<file path="src/logic/sbc_mode_pkg.sv">
// constants, register map and mode encoding of the lin sbc mode controller
// assumes a 40 mhz clock; long counts are overridable on the top module
package sbc_mode_pkg;

    // =====================================================================
    // clock
    localparam int CLK_PERIOD_NS = 25;

    // =====================================================================
    // times in their own units, cycles derived (least times round up)
    localparam int T_RES_MS = 4;
    localparam int RES_CYC = (T_RES_MS * 1000000 + CLK_PERIOD_NS - 1) / CLK_PERIOD_NS;
    localparam int T_IGN_DB_US = 160;
    localparam int IGN_DB_CYC = (T_IGN_DB_US * 1000 + CLK_PERIOD_NS - 1) / CLK_PERIOD_NS;
    // longest time, rounds down
    localparam int T_SEL_WIN_NS = 3200;
    localparam int SEL_WIN_CYC = T_SEL_WIN_NS / CLK_PERIOD_NS;
    localparam int T_BUS_FILT_US = 30;
    localparam int BUS_FILT_CYC = (T_BUS_FILT_US * 1000 + CLK_PERIOD_NS - 1) / CLK_PERIOD_NS;
    localparam int T_WAKE_FILT_US = 30;
    localparam int WAKE_FILT_CYC = (T_WAKE_FILT_US * 1000 + CLK_PERIOD_NS - 1) / CLK_PERIOD_NS;
    localparam int T_WD_MS = 20;
    localparam int WD_CYC = (T_WD_MS * 1000000 + CLK_PERIOD_NS - 1) / CLK_PERIOD_NS;
    localparam int CNT_W = 24;

    // =====================================================================
    // register map
    localparam int ADR_W = 8;
    localparam logic [7:0] ADR_STATUS = 8'h00;
    localparam logic [7:0] ADR_CTRL = 8'h04;
    localparam int CTRL_BUS_WAKE_BIT = 0;
    localparam int CTRL_PIN_WAKE_BIT = 1;
    localparam int CTRL_IGN_WAKE_BIT = 2;
    localparam logic [2:0] CTRL_RESET = 3'h7;
    localparam int STAT_MODE_LSB = 0;
    localparam int STAT_WAKE_REQ_BIT = 8;
    localparam int STAT_WAKE_LOCAL_BIT = 9;
    localparam int STAT_RES_LOW_BIT = 10;

    // =====================================================================
    // synchronised pin indices
    localparam int PIN_EN = 0;
    localparam int PIN_TXD = 1;
    localparam int PIN_KICK = 2;
    localparam int PIN_WD_OFF = 3;
    localparam int PIN_BUS = 4;
    localparam int PIN_WAKE = 5;
    localparam int PIN_IGN = 6;
    localparam int PIN_VS_OK = 7;
    localparam int PIN_VCC_OK = 8;
    localparam int PIN_NRES = 9;
    localparam int PIN_N = 10;
    localparam logic [PIN_N-1:0] SYNC_RESET = 10'h2bf;

    // =====================================================================
    // operating modes, one-hot
    typedef enum logic [5:0] {
        ST_UNPOWERED = 6'h01,
        ST_FAILSAFE = 6'h02,
        ST_NORMAL = 6'h04,
        ST_SELECT = 6'h08,
        ST_SILENT = 6'h10,
        ST_SLEEP = 6'h20
    } mode_t;

endpackage

</file>
<file path="src/logic/level_hold_filter.sv">
// hold filter: pulses once when a level has stood for a terminal count
// assumes its input is already synchronised to clk
`timescale 1ns/1ps
module level_hold_filter
    import sbc_mode_pkg::*;
#(
    parameter int TERM = 100,
    parameter bit ACTIVE_HIGH = 1'b1
)
(
    // clock and reset
    input wire logic clk,
    input wire logic rst_b,
    // level in, results out
    input wire logic level,
    output logic hit,
    output logic held
);

    logic [CNT_W-1:0] cnt_reg;
    logic [CNT_W-1:0] cnt_next;
    logic hit_reg;
    logic hit_next;
    logic active;

    // =====================================================================
    // counter saturates, so a new edge is needed for a second hit
    assign active = (level == ACTIVE_HIGH);
    always_comb
    begin
        cnt_next = '0;
        hit_next = 1'b0;
        if (active)
        begin
            cnt_next = (cnt_reg == CNT_W'(TERM)) ? cnt_reg : cnt_reg + 1'b1;
            hit_next = (cnt_reg == CNT_W'(TERM - 1));
        end
    end

    always_ff @(posedge clk or negedge rst_b)
    begin
        if (!rst_b)
        begin
            cnt_reg <= '0;
            hit_reg <= 1'b0;
        end
        else
        begin
            cnt_reg <= cnt_next;
            hit_reg <= hit_next;
        end
    end

    assign hit = hit_reg;
    assign held = (cnt_reg == CNT_W'(TERM));

endmodule // level_hold_filter

</file>
<file path="src/logic/lin_sbc_mode_controller.sv">
// operating-mode controller of a lin transceiver system basis chip
// assumes pins arrive asynchronous and are synchronised here; 40 mhz clk
//
// Local design decisions: the Wishbone slave port and the address map.
`timescale 1ns/1ps
// What this block does
// - enable high gives normal, both paths on
// - enable falls, transmit high: silent, regulator on
// - enable falls, transmit low: sleep, regulator off
// - sleep holds reset and receive low
// - sleep still taken if transmit falls late
// - sleep or silent entry ignores wake pins
// - long bus dominant then release wakes
// - remote wake restores regulator, receive low
// - silent plus enable high goes normal
// - sleep plus enable: fail-safe, then normal
// - reset low forces fail-safe from normal, select or silent
// - silent undervoltage forces reset and fail-safe
// - power-up enters fail-safe, regulator on
// - power-up holds reset low four milliseconds
// - fail-safe waits for enable, then normal
// - battery loss in low power restarts fail-safe
// - fail-safe drives transmit pin as source
// - no mode change during power-up reset
// - supply switch on only normal, fail-safe
// - reset low on undervoltage or watchdog
// - watchdog off while disable pin high
// - ignition rise debounced before local wake
// - long low on wake pin wakes
// - transmit weak high remote, strong low local
// - wake flags clear on reaching normal
module lin_sbc_mode_controller
    import sbc_mode_pkg::*;
#(
    parameter int RES_TERM = RES_CYC,
    parameter int IGN_TERM = IGN_DB_CYC,
    parameter int WD_TERM = WD_CYC,
    parameter int BUS_TERM = BUS_FILT_CYC,
    parameter int WAKE_TERM = WAKE_FILT_CYC
)
(
    // clock and reset
    input wire logic clk,
    input wire logic rst_b,
    // host pins
    input wire logic en,
    input wire logic txd_in,
    output logic txd_out,
    output logic txd_oe,
    output logic txd_strong,
    input wire logic watchdog_kick_n,
    input wire logic wd_off,
    output logic rxd_out,
    // reset pin, open drain
    input wire logic nres_in,
    output logic nres_out,
    output logic nres_oe,
    // bus and wake pins
    input wire logic bus_rx,
    output logic bus_drive_dom,
    output logic bus_term_on,
    input wire logic wake_n,
    input wire logic ignition_wake_input,
    // supplies
    input wire logic vs_ok,
    input wire logic vcc_ok,
    output logic regulator_on,
    output logic ext_supply_switch,
    // wishbone slave
    input wire logic wb_cyc_i,
    input wire logic wb_stb_i,
    input wire logic wb_we_i,
    input wire logic [sbc_mode_pkg::ADR_W-1:0] wb_adr_i,
    input wire logic [3:0] wb_sel_i,
    input wire logic [31:0] wb_dat_i,
    output logic [31:0] wb_dat_o,
    output logic wb_ack_o
);
    import sbc_mode_pkg::*;

    // =====================================================================
    // pin synchronisers
    logic [PIN_N-1:0] raw;
    logic [PIN_N-1:0] s1_reg;
    logic [PIN_N-1:0] s2_reg;
    logic [PIN_N-1:0] s3_reg;
    assign raw = {nres_in, vcc_ok, vs_ok, ignition_wake_input, wake_n, bus_rx,
                  wd_off, watchdog_kick_n, txd_in, en};

    // two flops per pin, third for edges
    genvar gi;
    generate
        for (gi = 0; gi < PIN_N; gi++)
        begin : g_sync
            always_ff @(posedge clk or negedge rst_b)
            begin
                if (!rst_b)
                begin
                    s1_reg[gi] <= SYNC_RESET[gi];
                    s2_reg[gi] <= SYNC_RESET[gi];
                    s3_reg[gi] <= SYNC_RESET[gi];
                end
                else
                begin
                    s1_reg[gi] <= raw[gi];
                    s2_reg[gi] <= s1_reg[gi];
                    s3_reg[gi] <= s2_reg[gi];
                end
            end
        end
    endgenerate

    logic en_s, txd_s, bus_s, vs_s, uv, nres_s, en_fall, kick_fall, wd_off_s;
    assign en_s = s2_reg[PIN_EN];
    assign txd_s = s2_reg[PIN_TXD];
    assign bus_s = s2_reg[PIN_BUS];
    assign vs_s = s2_reg[PIN_VS_OK];
    assign uv = !s2_reg[PIN_VCC_OK];
    assign nres_s = s2_reg[PIN_NRES];
    assign wd_off_s = s2_reg[PIN_WD_OFF];
    assign en_fall = s3_reg[PIN_EN] && !en_s;
    assign kick_fall = s3_reg[PIN_KICK] && !s2_reg[PIN_KICK];

    // =====================================================================
    // wake filters
    logic bus_held, pin_hit, ign_hit;
    logic [2:0] ctrl_reg;
    logic [2:0] ctrl_next;
    logic remote_wake, local_wake;

    level_hold_filter #(.TERM(BUS_TERM), .ACTIVE_HIGH(1'b0)) u_bus_filt (
        .clk(clk), .rst_b(rst_b), .level(bus_s), .hit(), .held(bus_held));
    level_hold_filter #(.TERM(WAKE_TERM), .ACTIVE_HIGH(1'b0)) u_pin_filt (
        .clk(clk), .rst_b(rst_b), .level(s2_reg[PIN_WAKE]), .hit(pin_hit), .held());
    level_hold_filter #(.TERM(IGN_TERM), .ACTIVE_HIGH(1'b1)) u_ign_filt (
        .clk(clk), .rst_b(rst_b), .level(s2_reg[PIN_IGN]), .hit(ign_hit), .held());

    assign remote_wake = bus_held && bus_s && ctrl_reg[CTRL_BUS_WAKE_BIT];
    assign local_wake = (pin_hit && ctrl_reg[CTRL_PIN_WAKE_BIT])
                        || (ign_hit && ctrl_reg[CTRL_IGN_WAKE_BIT]);

    // =====================================================================
    // mode sequencer
    mode_t state_reg, state_next;
    logic [7:0] sel_reg, sel_next;
    logic [CNT_W-1:0] res_reg, res_next;
    logic [CNT_W-1:0] wd_reg, wd_next;
    logic wake_req_reg, wake_req_next;
    logic wake_local_reg, wake_local_next;
    logic res_low, wd_run, wd_fail, reset_evt, any_wake, low_power;

    assign low_power = (state_reg == ST_SILENT) || (state_reg == ST_SLEEP);
    // undervoltage, timer or watchdog hold reset
    assign res_low = uv || (res_reg != '0) || (state_reg == ST_SLEEP)
                     || (state_reg == ST_UNPOWERED);
    // watchdog runs only with disable pin low
    assign wd_run = !wd_off_s && !res_low
                    && ((state_reg == ST_NORMAL) || (state_reg == ST_FAILSAFE));
    assign wd_fail = wd_run && !kick_fall && (wd_reg == CNT_W'(WD_TERM - 1));
    assign reset_evt = !nres_s || uv || wd_fail;
    assign any_wake = remote_wake || local_wake;

    always_comb
    begin
        state_next = state_reg;
        sel_next = sel_reg;
        wake_req_next = wake_req_reg;
        wake_local_next = wake_local_reg;
        // reset time reloads while any cause stands
        if (uv || wd_fail || state_reg == ST_UNPOWERED)
            res_next = CNT_W'(RES_TERM);
        else
            res_next = (res_reg != '0) ? res_reg - 1'b1 : res_reg;
        wd_next = (wd_run && !kick_fall && !wd_fail) ? wd_reg + 1'b1 : '0;
        case (state_reg)
            ST_UNPOWERED:
            begin
                if (vs_s)
                    state_next = ST_FAILSAFE;
            end
            ST_FAILSAFE:
            begin
                if (en_s && !res_low && nres_s)
                    state_next = ST_NORMAL;
            end
            ST_NORMAL:
            begin
                if (reset_evt)
                    state_next = ST_FAILSAFE;
                // entry ignores bus and wake levels
                else if (en_fall && !txd_s)
                    state_next = ST_SLEEP;
                else if (en_fall)
                begin
                    state_next = ST_SELECT;
                    sel_next = '0;
                end
            end
            ST_SELECT:
            begin
                sel_next = sel_reg + 1'b1;
                if (reset_evt)
                    state_next = ST_FAILSAFE;
                // late transmit fall still means sleep
                else if (!txd_s)
                    state_next = ST_SLEEP;
                else if (en_s)
                    state_next = ST_NORMAL;
                else if (sel_reg == 8'(SEL_WIN_CYC - 1))
                    state_next = ST_SILENT;
            end
            ST_SILENT:
            begin
                if (any_wake || reset_evt)
                    state_next = ST_FAILSAFE;
                else if (en_s)
                    state_next = ST_NORMAL;
            end
            ST_SLEEP:
            begin
                // enable or wake restarts via fail-safe
                if (any_wake || en_s)
                    state_next = ST_FAILSAFE;
            end
            default:
                state_next = ST_FAILSAFE;
        endcase
        if (!vs_s)
            state_next = ST_UNPOWERED;
        if (low_power && any_wake)
        begin
            wake_req_next = 1'b1;
            wake_local_next = local_wake;
        end
        // cleared on the edge that enters normal, so status never shows both
        else if (state_next == ST_NORMAL)
        begin
            wake_req_next = 1'b0;
            wake_local_next = 1'b0;
        end
    end

    always_ff @(posedge clk or negedge rst_b)
    begin
        if (!rst_b)
        begin
            state_reg <= ST_UNPOWERED;
            sel_reg <= '0;
            res_reg <= '0;
            wd_reg <= '0;
            wake_req_reg <= 1'b0;
            wake_local_reg <= 1'b0;
        end
        else
        begin
            state_reg <= state_next;
            sel_reg <= sel_next;
            res_reg <= res_next;
            wd_reg <= wd_next;
            wake_req_reg <= wake_req_next;
            wake_local_reg <= wake_local_next;
        end
    end

    // =====================================================================
    // pin outputs, all registered one cycle behind the mode
    logic rxd_next, txd_oe_next, txd_out_next, txd_strong_next, dom_next, term_next;
    logic reg_on_next, ext_next;
    always_comb
    begin
        dom_next = (state_reg == ST_NORMAL) && !txd_s;
        rxd_next = 1'b1;
        if (state_reg == ST_NORMAL)
            rxd_next = bus_s;
        else if (state_reg == ST_SLEEP || state_reg == ST_UNPOWERED)
            rxd_next = 1'b0;
        else if (state_reg == ST_FAILSAFE)
            rxd_next = !wake_req_reg;
        // transmit pin reports the last source
        // strong low for local, weak high for remote
        txd_oe_next = (state_reg == ST_FAILSAFE);
        txd_out_next = !wake_local_reg;
        txd_strong_next = wake_local_reg;
        // only a weak pull-up until a pre-wake low appears
        term_next = !(low_power || state_reg == ST_UNPOWERED) || !bus_s;
        reg_on_next = !(state_reg == ST_SLEEP || state_reg == ST_UNPOWERED);
        // switch on in normal and fail-safe only
        ext_next = (state_reg == ST_NORMAL || state_reg == ST_FAILSAFE) && !uv;
    end

    always_ff @(posedge clk or negedge rst_b)
    begin
        if (!rst_b)
        begin
            rxd_out <= 1'b0;
            txd_oe <= 1'b0;
            txd_out <= 1'b1;
            txd_strong <= 1'b0;
            bus_drive_dom <= 1'b0;
            bus_term_on <= 1'b0;
            regulator_on <= 1'b0;
            ext_supply_switch <= 1'b0;
            nres_out <= 1'b0;
            nres_oe <= 1'b1;
        end
        else
        begin
            rxd_out <= rxd_next;
            txd_oe <= txd_oe_next;
            txd_out <= txd_out_next;
            txd_strong <= txd_strong_next;
            bus_drive_dom <= dom_next;
            bus_term_on <= term_next;
            regulator_on <= reg_on_next;
            ext_supply_switch <= ext_next;
            nres_out <= 1'b0;
            nres_oe <= res_low;
        end
    end

    // =====================================================================
    // wishbone slave, one wait state; unmapped reads return zero
    logic ack_next;
    logic [31:0] dat_next;
    always_comb
    begin
        ack_next = wb_cyc_i && wb_stb_i && !wb_ack_o;
        ctrl_next = ctrl_reg;
        dat_next = '0;
        if (ack_next && wb_adr_i == ADR_CTRL)
            dat_next[2:0] = ctrl_reg;
        if (ack_next && wb_adr_i == ADR_STATUS)
        begin
            dat_next[STAT_MODE_LSB +: 6] = state_reg;
            dat_next[STAT_WAKE_REQ_BIT] = wake_req_reg;
            dat_next[STAT_WAKE_LOCAL_BIT] = wake_local_reg;
            dat_next[STAT_RES_LOW_BIT] = res_low;
        end
        if (ack_next && wb_we_i && wb_sel_i[0] && wb_adr_i == ADR_CTRL)
            ctrl_next = wb_dat_i[2:0];
    end

    always_ff @(posedge clk or negedge rst_b)
    begin
        if (!rst_b)
        begin
            wb_ack_o <= 1'b0;
            wb_dat_o <= '0;
            ctrl_reg <= CTRL_RESET;
        end
        else
        begin
            wb_ack_o <= ack_next;
            wb_dat_o <= dat_next;
            ctrl_reg <= ctrl_next;
        end
    end

    // =====================================================================
    // checks
    localparam int A_SEL_MAX = SEL_WIN_CYC + 2;
endmodule // lin_sbc_mode_controller

</file>
<file path="config.mk">
export PLATFORM = sky130hd
export DESIGN_NAME = lin_sbc_mode_controller
export DESIGN_NICKNAME = d
export VERILOG_FILES = /design/src/logic/sbc_mode_pkg.sv /design/src/logic/level_hold_filter.sv /design/src/logic/lin_sbc_mode_controller.sv
export SDC_FILE = /design/constraint.sdc
export NUM_CORES = 1
export LEC_CHECK = 0
export BUFFER_PORTS_ARGS = -buffer_cell sky130_fd_sc_hd__buf_4
export CAP_MARGIN = 20
export CORE_ASPECT_RATIO = 2
export CORE_MARGIN = 2
export CORE_UTILIZATION = 45
export DETAILED_ROUTE_END_ITERATION = 8
export GPL_ROUTABILITY_DRIVEN = 0
export HOLD_SLACK_MARGIN = 0.15
export PLACE_DENSITY_LB_ADDON = 0.3
export SYNTH_ARGS = -nofsm -noshare
export SYNTH_HDL_FRONTEND = slang
export SYNTH_SLANG_ARGS = --single-unit
</file>
<file path="constraint.sdc">
create_clock -name clk -period 3.1 [get_ports clk]
set_input_delay 0.31 -clock clk [delete_from_list [all_inputs] [get_ports clk]]
set_output_delay 0.31 -clock clk [all_outputs]
set_load 0.03 [all_outputs]
</file>
==> out/qor.yml, run 1 <==
outcome:
  status: "complete, no violations"
drt:
  vias: 6360
  finalWirelength_um: 17250
  dr.pass1.iters: 5
  remaining_drc_errors: 0
  vias_per_cell: 5.261
  wl_per_cell_um: 14.27
  postRouteAntennaNets: 0
  detail_route.iter0.violations: 243
power_and_ir_drop:
  powerDensity_nw_per_um2: 495.4
  peakVddDrop_mv: 0.3833
  p_leak_nw: 4.176
  p_total_w: 0.004988
synth:
  syn_area_um2: 8790
  synthTopCellsByArea: "dfrtp_1 (45%), dfstp_2 (7.2%), nor2_1 (5.5%)"
  synth-main-ff-cell: "dfrtp_1"
  avgSynthCellArea_um2: 10.08
  syn-instance-count: 872
  yosys.area.top_type: "dfrtp_1"
  synth_warnings: 0
  synth.top_cell.area_share: 0.4498
  post_synth_num_cell_types: 67
  postSynth.asyncResetShare: 1.000
  yosysMostFrequentCell: "dfrtp_1"
  synth-edff-count: 0
  synthTopCellsByCount: "dfrtp_1 (158), nor2_1 (129), xor2_1 (53)"
  ys_seq_area_frac: 0.5216
  ys_ff_latch: 182
grt:
  antenna_found_initial: 0
  grt-ovfl-total: 0
  grt_max_degree: 80
  track_usage: 0.1811
  grt_pass1_vias: 6404
  grt_pass1_wl_um: 29610
floorplanning:
  io_pins: 102
  die_w_um: 102.8
  core_area_um2: 19280
  dieHeight_um: 201.7
  rows: 72
  die_area_um2: 20730
  start_util: 0.4559
placed_design:
  port_buffers: 45
  preCtsSetupSlack_ns: 0.4489
  dp_hpwl_um: 12160
setup_path:
  cp_data_arrival_time_ns: 2.99
  worstSetupStartpointType: "register"
  crit_fanout: 22
  endpoint_kind: "register"
  crit_required_ns: 3.42
  reg2regPathDepth: 6
  critPathKind: "reg2reg"
timing:
  drv_slew: 0
  fin_crit_ns: 2.670
  rsz0062_at_grt: "false"
  finalSetupTns_ns: 0
  setup_ws_ns: 0.4304
  finalClockSkew_ns: 0.01226
  setup_viol: 0
  worstMarginPinSlew_ns: 0.5443
  maxSlewHeadroom: 0.6338
  period_share: 0.8612
  hold_viol: 0
  max_freq_mhz: 374.6
cts:
  cts_setup_buffers: 0
  numCtsBuffers: 17
  hold_buffers: 17
  clkTransAtPathRegs_ns: 0.07
  cts_buffer_depth: 2
  cts_tree: "done"
  ctsHtreeMaxLevel: 4
  cts-root-buf: "clkbuf_16"
  cts_resized: 0
  cts.sinks: 182
  clk_latency_ns: 0.45
finish:
  finalNetCount: 1006
  syn2layout_area_growth_pct: 14.53
  num_antenna_cells: 0
  layout-drive-gt1-share: 0.1505
flow_run:
  max_cap_violations: 0
min_path:
  hold_class: "reg2reg"
  min_path_cells: 0
==> cell families after synthesis <==
family / synth area share
and+or+nand+nor: 0.2538
DFF: 0.5216
xor gates and xnor gates: 0.09865
AOI/OAI and AO/OA: 0.05623
buffers and inverters: 0.04441
adders and majority gates: 0.01423
muxes: 0.01068
other: 0.0004266
==> layer usage <==
metal	track usage	routed length, um
met5	0	0
met4	0.08224	455
met3	0.04099	523
met2	0.3163	9437
met1	0.2053	6832
==> worst paths after layout <==
kind | start | end | slack (ns)
min in group asynchronous | rst_b | u_bus_filt.cnt_reg[15]$_DFFE_PN0P_ | 0.41
max in group asynchronous | rst_b | nres_oe$_DFF_PN1_ | 1.86
max reg2reg | state_reg[4]$_DFF_PN0_ | res_reg[0]$_DFFE_PN0P_ | 0.43
max | state_reg[4]$_DFF_PN0_ | res_reg[0]$_DFFE_PN0P_ | 0.43
min reg2reg | s1_reg[9]$_DFF_PN1_ | nres_s$_DFF_PN1_ | 0.36
min | s1_reg[9]$_DFF_PN1_ | nres_s$_DFF_PN1_ | 0.36
==> through the flow <==
step	instances	instance area, um^2	hold WS (ns)	util
floorplan	895	8876	0.01441	-
global placement	1160	9309	0.3253	0.4829
detailed placement	1160	9309	0.3228	0.4829
CTS	1209	10070	0.3462	0.5222
global route	1209	10070	0.3611	0.5222
finish	1209	10070	0.3567	0.5222
==> worst max-delay path, stage by stage (launching register included) <==
cell     delay (ns)
dfrtp_1        0.51
or4_1          0.62
nor3b_2        0.37
o21ai_1        0.20
nor3_1         0.28
or2_2          0.44
nor2_1         0.11
==> layout make-up <==
cell class | count | area (um^2)
inverter | 28 | 105.1
multi-input combinational | 641 | 3901
tap | 259 | 324.1
clock inverter | 15 | 162.7
timing repair buffer | 67 | 564.3
sequential | 182 | 4584
clock buffer | 17 | 425.4
fill | 1773 | 9211
==> cells in the final DEF, fill, tap and decap left out, types with 3 or more instances in the layout <==
cell type      Yosys  routed
a21oi_1           26      26
and2_1             9       9
and3_1            17      17
and4_1             8       8
buf_4             26      48
clkbuf_16          0      17
conb_1             1      24
dfrtp_1          158     158
dfstp_2           24      24
dlygate4sd3_1      0      17
ha_1              10      10
inv_1             27      27
inv_8              0       5
mux2_2             3       3
mux2i_1            6       6
nand2_1           52      52
nand2b_1           9       9
nand3_1           37      37
nand3b_1           5       5
nand4_1           26      26
nor2_1           129     129
nor2_2            10      10
nor2b_1            5       5
nor3_1            30      30
nor4_1            21      21
nor4b_1            6       6
o21ai_0           24      24
o21ai_1            4       4
or2_2              6       6
or3_1             25      25
or4_1              6       6
xnor2_1           46      46
xor2_1            53      53
==> power by group <==
group	leakage, nW	switching (W)	internal [W]
registers	2.40	0.0000602	0.00243
logic	1.49	0.000217	0.000129
clock network	0.286	0.00101	0.00114
No activity file was read; power rests on OpenSTA's default activity.
==> run 2, diff against run 1 <==
==> constraint.sdc (replaced) <==
create_clock -name clk -period 3.4 [get_ports clk]
set_input_delay 0.34 -clock clk [delete_from_list [all_inputs] [get_ports clk]]
set_output_delay 0.34 -clock clk [all_outputs]
set_load 0.03 [all_outputs]
==> run 2 against run 1 <==
Effect of this change:
- combinational power decreased by 9.2%
- maximum frequency increased by 0.29%
- clock skew decreased by 0.0028 ns
- power decreased by 9.7%
- sequential power decreased by 8.8%
- via count decreased by 1.1%
- count of clock-buffer cells in the layout unchanged
- critical path type unchanged
- largest power group unchanged
==> out/qor.yml, run 2 (synthesis results as in run 1) <==
timing:
  setup_viol: 0  # unchanged
  drv_slew: 0  # unchanged
  maxSlewHeadroom: 0.5020  # was 0.6338
  worstMarginPinSlew_ns: 0.7470  # was 0.5443 ns
  finalSetupTns_ns: 0  # unchanged
  finalClockSkew_ns: 0.009459  # was 0.01226 ns
  hold_viol: 0  # unchanged
  fin_crit_ns: 2.662  # was 2.670 ns
  rsz0062_at_grt: "false"  # unchanged
  period_share: 0.7829  # was 0.8612
  max_freq_mhz: 375.7  # was 374.6 MHz
  holdWs_ns: 0.1687  # was 0.3567 ns
finish:
  final_cell_mix: "dfrtp_1 (158), nor2_1 (129), xor2_1 (53)"  # unchanged
  layout-drive-gt1-share: 0.1507  # was 0.1505
  finalNetCount: 1005  # was 1,006
  syn2layout_area_growth_pct: 14.25  # was 14.53%
  final_common_cell: "dfrtp_1"  # unchanged
  num_antenna_cells: 0  # unchanged
drt:
  finalWirelength_um: 17190  # was 17,250 um
  postRouteAntennaNets: 0  # unchanged
  vias_per_cell: 5.207  # was 5.261
  dr.pass1.iters: 4  # was 5
  detail_route.iter0.violations: 291  # was 243
  wl_per_cell_um: 14.23  # was 14.27 um
  vias: 6290  # was 6,360
  remaining_drc_errors: 0  # unchanged
cts:
  cts_setup_buffers: 0  # unchanged
  cts-root-buf: "clkbuf_16"  # unchanged
  clkTransAtPathRegs_ns: 0.07  # about the same
  ctsHtreeMaxLevel: 4  # unchanged
  cts_resized: 0  # unchanged
  cts_buffer_depth: 2  # unchanged
  hold_buffers: 16  # was 17
  numCtsBuffers: 17  # unchanged
  cts.sinks: 182  # unchanged
  cts_tree: "done"  # unchanged
  clk_latency_ns: 0.44  # was 0.45 ns
grt:
  grt_max_degree: 90  # was 80
  track_usage: 0.1832  # was 0.1811
  grt-ovfl-total: 0  # unchanged
  grt_pass1_vias: 6392  # was 6,404
  antenna_found_initial: 0  # unchanged
  use_met2: 0.3310  # was 0.3163
  grt_util_met1: 0.2122  # was 0.2053
  grt_pass1_wl_um: 30280  # was 29,610 um
  use_met3: 0.03161  # was 0.04099
  busiest_layer: "met2"  # unchanged
min_path:
  hold_end: "wb_dat_o[9]$_DFF_PN0_"  # was nres_s$_DFF_PN1_
  hold_class: "in2reg"  # was reg2reg
  min_from: "wb_adr_i[2]"  # was s1_reg[9]$_DFF_PN1_
  min_path_cells: 2  # was 0
floorplanning:
  rows: 72  # unchanged
  start_util: 0.4559  # unchanged
  dieHeight_um: 201.7  # unchanged
  die_area_um2: 20730  # unchanged
  io_pins: 102  # unchanged
  core_area_um2: 19280  # unchanged
  die_w_um: 102.8  # unchanged
setup_path:
  critPathKind: "reg2reg"  # unchanged
  cp_data_arrival_time_ns: 2.98  # was 2.99 ns
  rrSetupSlack_ns: 0.74  # was 0.43 ns
  reg2reg_to: "res_reg[12]$_DFFE_PN0P_"  # was res_reg[0]$_DFFE_PN0P_
  endpoint_kind: "register"  # unchanged
  worstSetupStartpointType: "register"  # unchanged
  reg2regPathDepth: 6  # unchanged
  worstReg2RegStart: "state_reg[4]$_DFF_PN0_"  # unchanged
  crit_required_ns: 3.71  # was 3.42 ns
  crit_fanout: 22  # unchanged
power_and_ir_drop:
  seqPwrFrac: 0.505  # was 0.500
  p_sw_w: 0.001186  # was 0.001282 W
  p_leak_nw: 4.169  # was 4.176 nW
  peakVddDrop_mv: 0.2781  # was 0.3833 mV
  p_comb_frac: 0.070  # was 0.069
  p_int_w: 0.003315  # was 0.003705 W
  p_total_w: 0.004501  # was 0.004988 W
  sw_frac_of_total: 0.2636  # was 0.2571
  powerDensity_nw_per_um2: 448.3  # was 495.4 nW/um^2
  clkPwrFrac: 0.425  # was 0.430
flow_run:
  max_cap_violations: 0  # unchanged
placed_design:
  port_buffers: 45  # unchanged
  dp_hpwl_um: 12310  # was 12,160 um
outcome:
  status: "complete, no violations"  # unchanged
==> run 2: worst max-delay path: stages, from the launching register on <==
cell	delay (ns)
dfrtp_1	0.51
or4_1	0.62
a21o_1	0.26
nand3_2	0.14
nor3_1	0.08
or2_2	0.49
or3b_1	0.44
==> run 2: routing by layer <==
layer  up-vias  part of all wire
li1       3085                 -
met1      3100              0.40
met2        86              0.56
met3        19             0.024
met4         0             0.017
met5         -                 0
==> run 2: power by group through the flow <==
stage               Sequential (W)  Clock [W]  Combinational [W]
floorplan                  0.00230          0           0.000218
global placement           0.00231          0           0.000300
detailed placement         0.00231          0           0.000302
CTS                        0.00227    0.00197           0.000319
global route               0.00228    0.00206           0.000350
finish                     0.00227    0.00191           0.000314
==> run 2: final cells by class <==
type / count / area, um^2
fill: 1800 / 9236
sequential: 182 / 4584
multi-input combinational: 641 / 3901
timing repair buffer: 66 / 554.3
clock buffer: 17 / 425.4
tap: 259 / 324.1
clock inverter: 15 / 147.6
inverter: 28 / 105.1
==> run 2: worst max-delay path by stage <==
| stage | start | endpoint | slack, ns |
|---|---|---|---|
| floorplan | res_reg[3]$_DFFE_PN0P_ | wake_req_reg$_DFFE_PN0P_ | 1.07 |
| global placement | res_reg[3]$_DFFE_PN0P_ | res_reg[12]$_DFFE_PN0P_ | 0.77 |
| detailed placement | res_reg[8]$_DFFE_PN0P_ | res_reg[19]$_DFFE_PN0P_ | 0.75 |
| CTS | res_reg[2]$_DFFE_PN0P_ | res_reg[12]$_DFFE_PN0P_ | 0.71 |
| global route | res_reg[8]$_DFFE_PN0P_ | res_reg[1]$_DFFE_PN0P_ | 0.52 |
| finish | state_reg[4]$_DFF_PN0_ | res_reg[12]$_DFFE_PN0P_ | 0.74 |
==> run 2: through the flow <==
step	utilization	instances	area [um^2]	setup WS (ns)
floorplan	-	895	8876	1.069
global placement	0.4829	1160	9309	0.7742
detailed placement	0.4829	1160	9309	0.7460
CTS	0.5209	1208	10040	0.7100
global route	0.5209	1208	10040	0.5198
finish	0.5209	1208	10040	0.7382
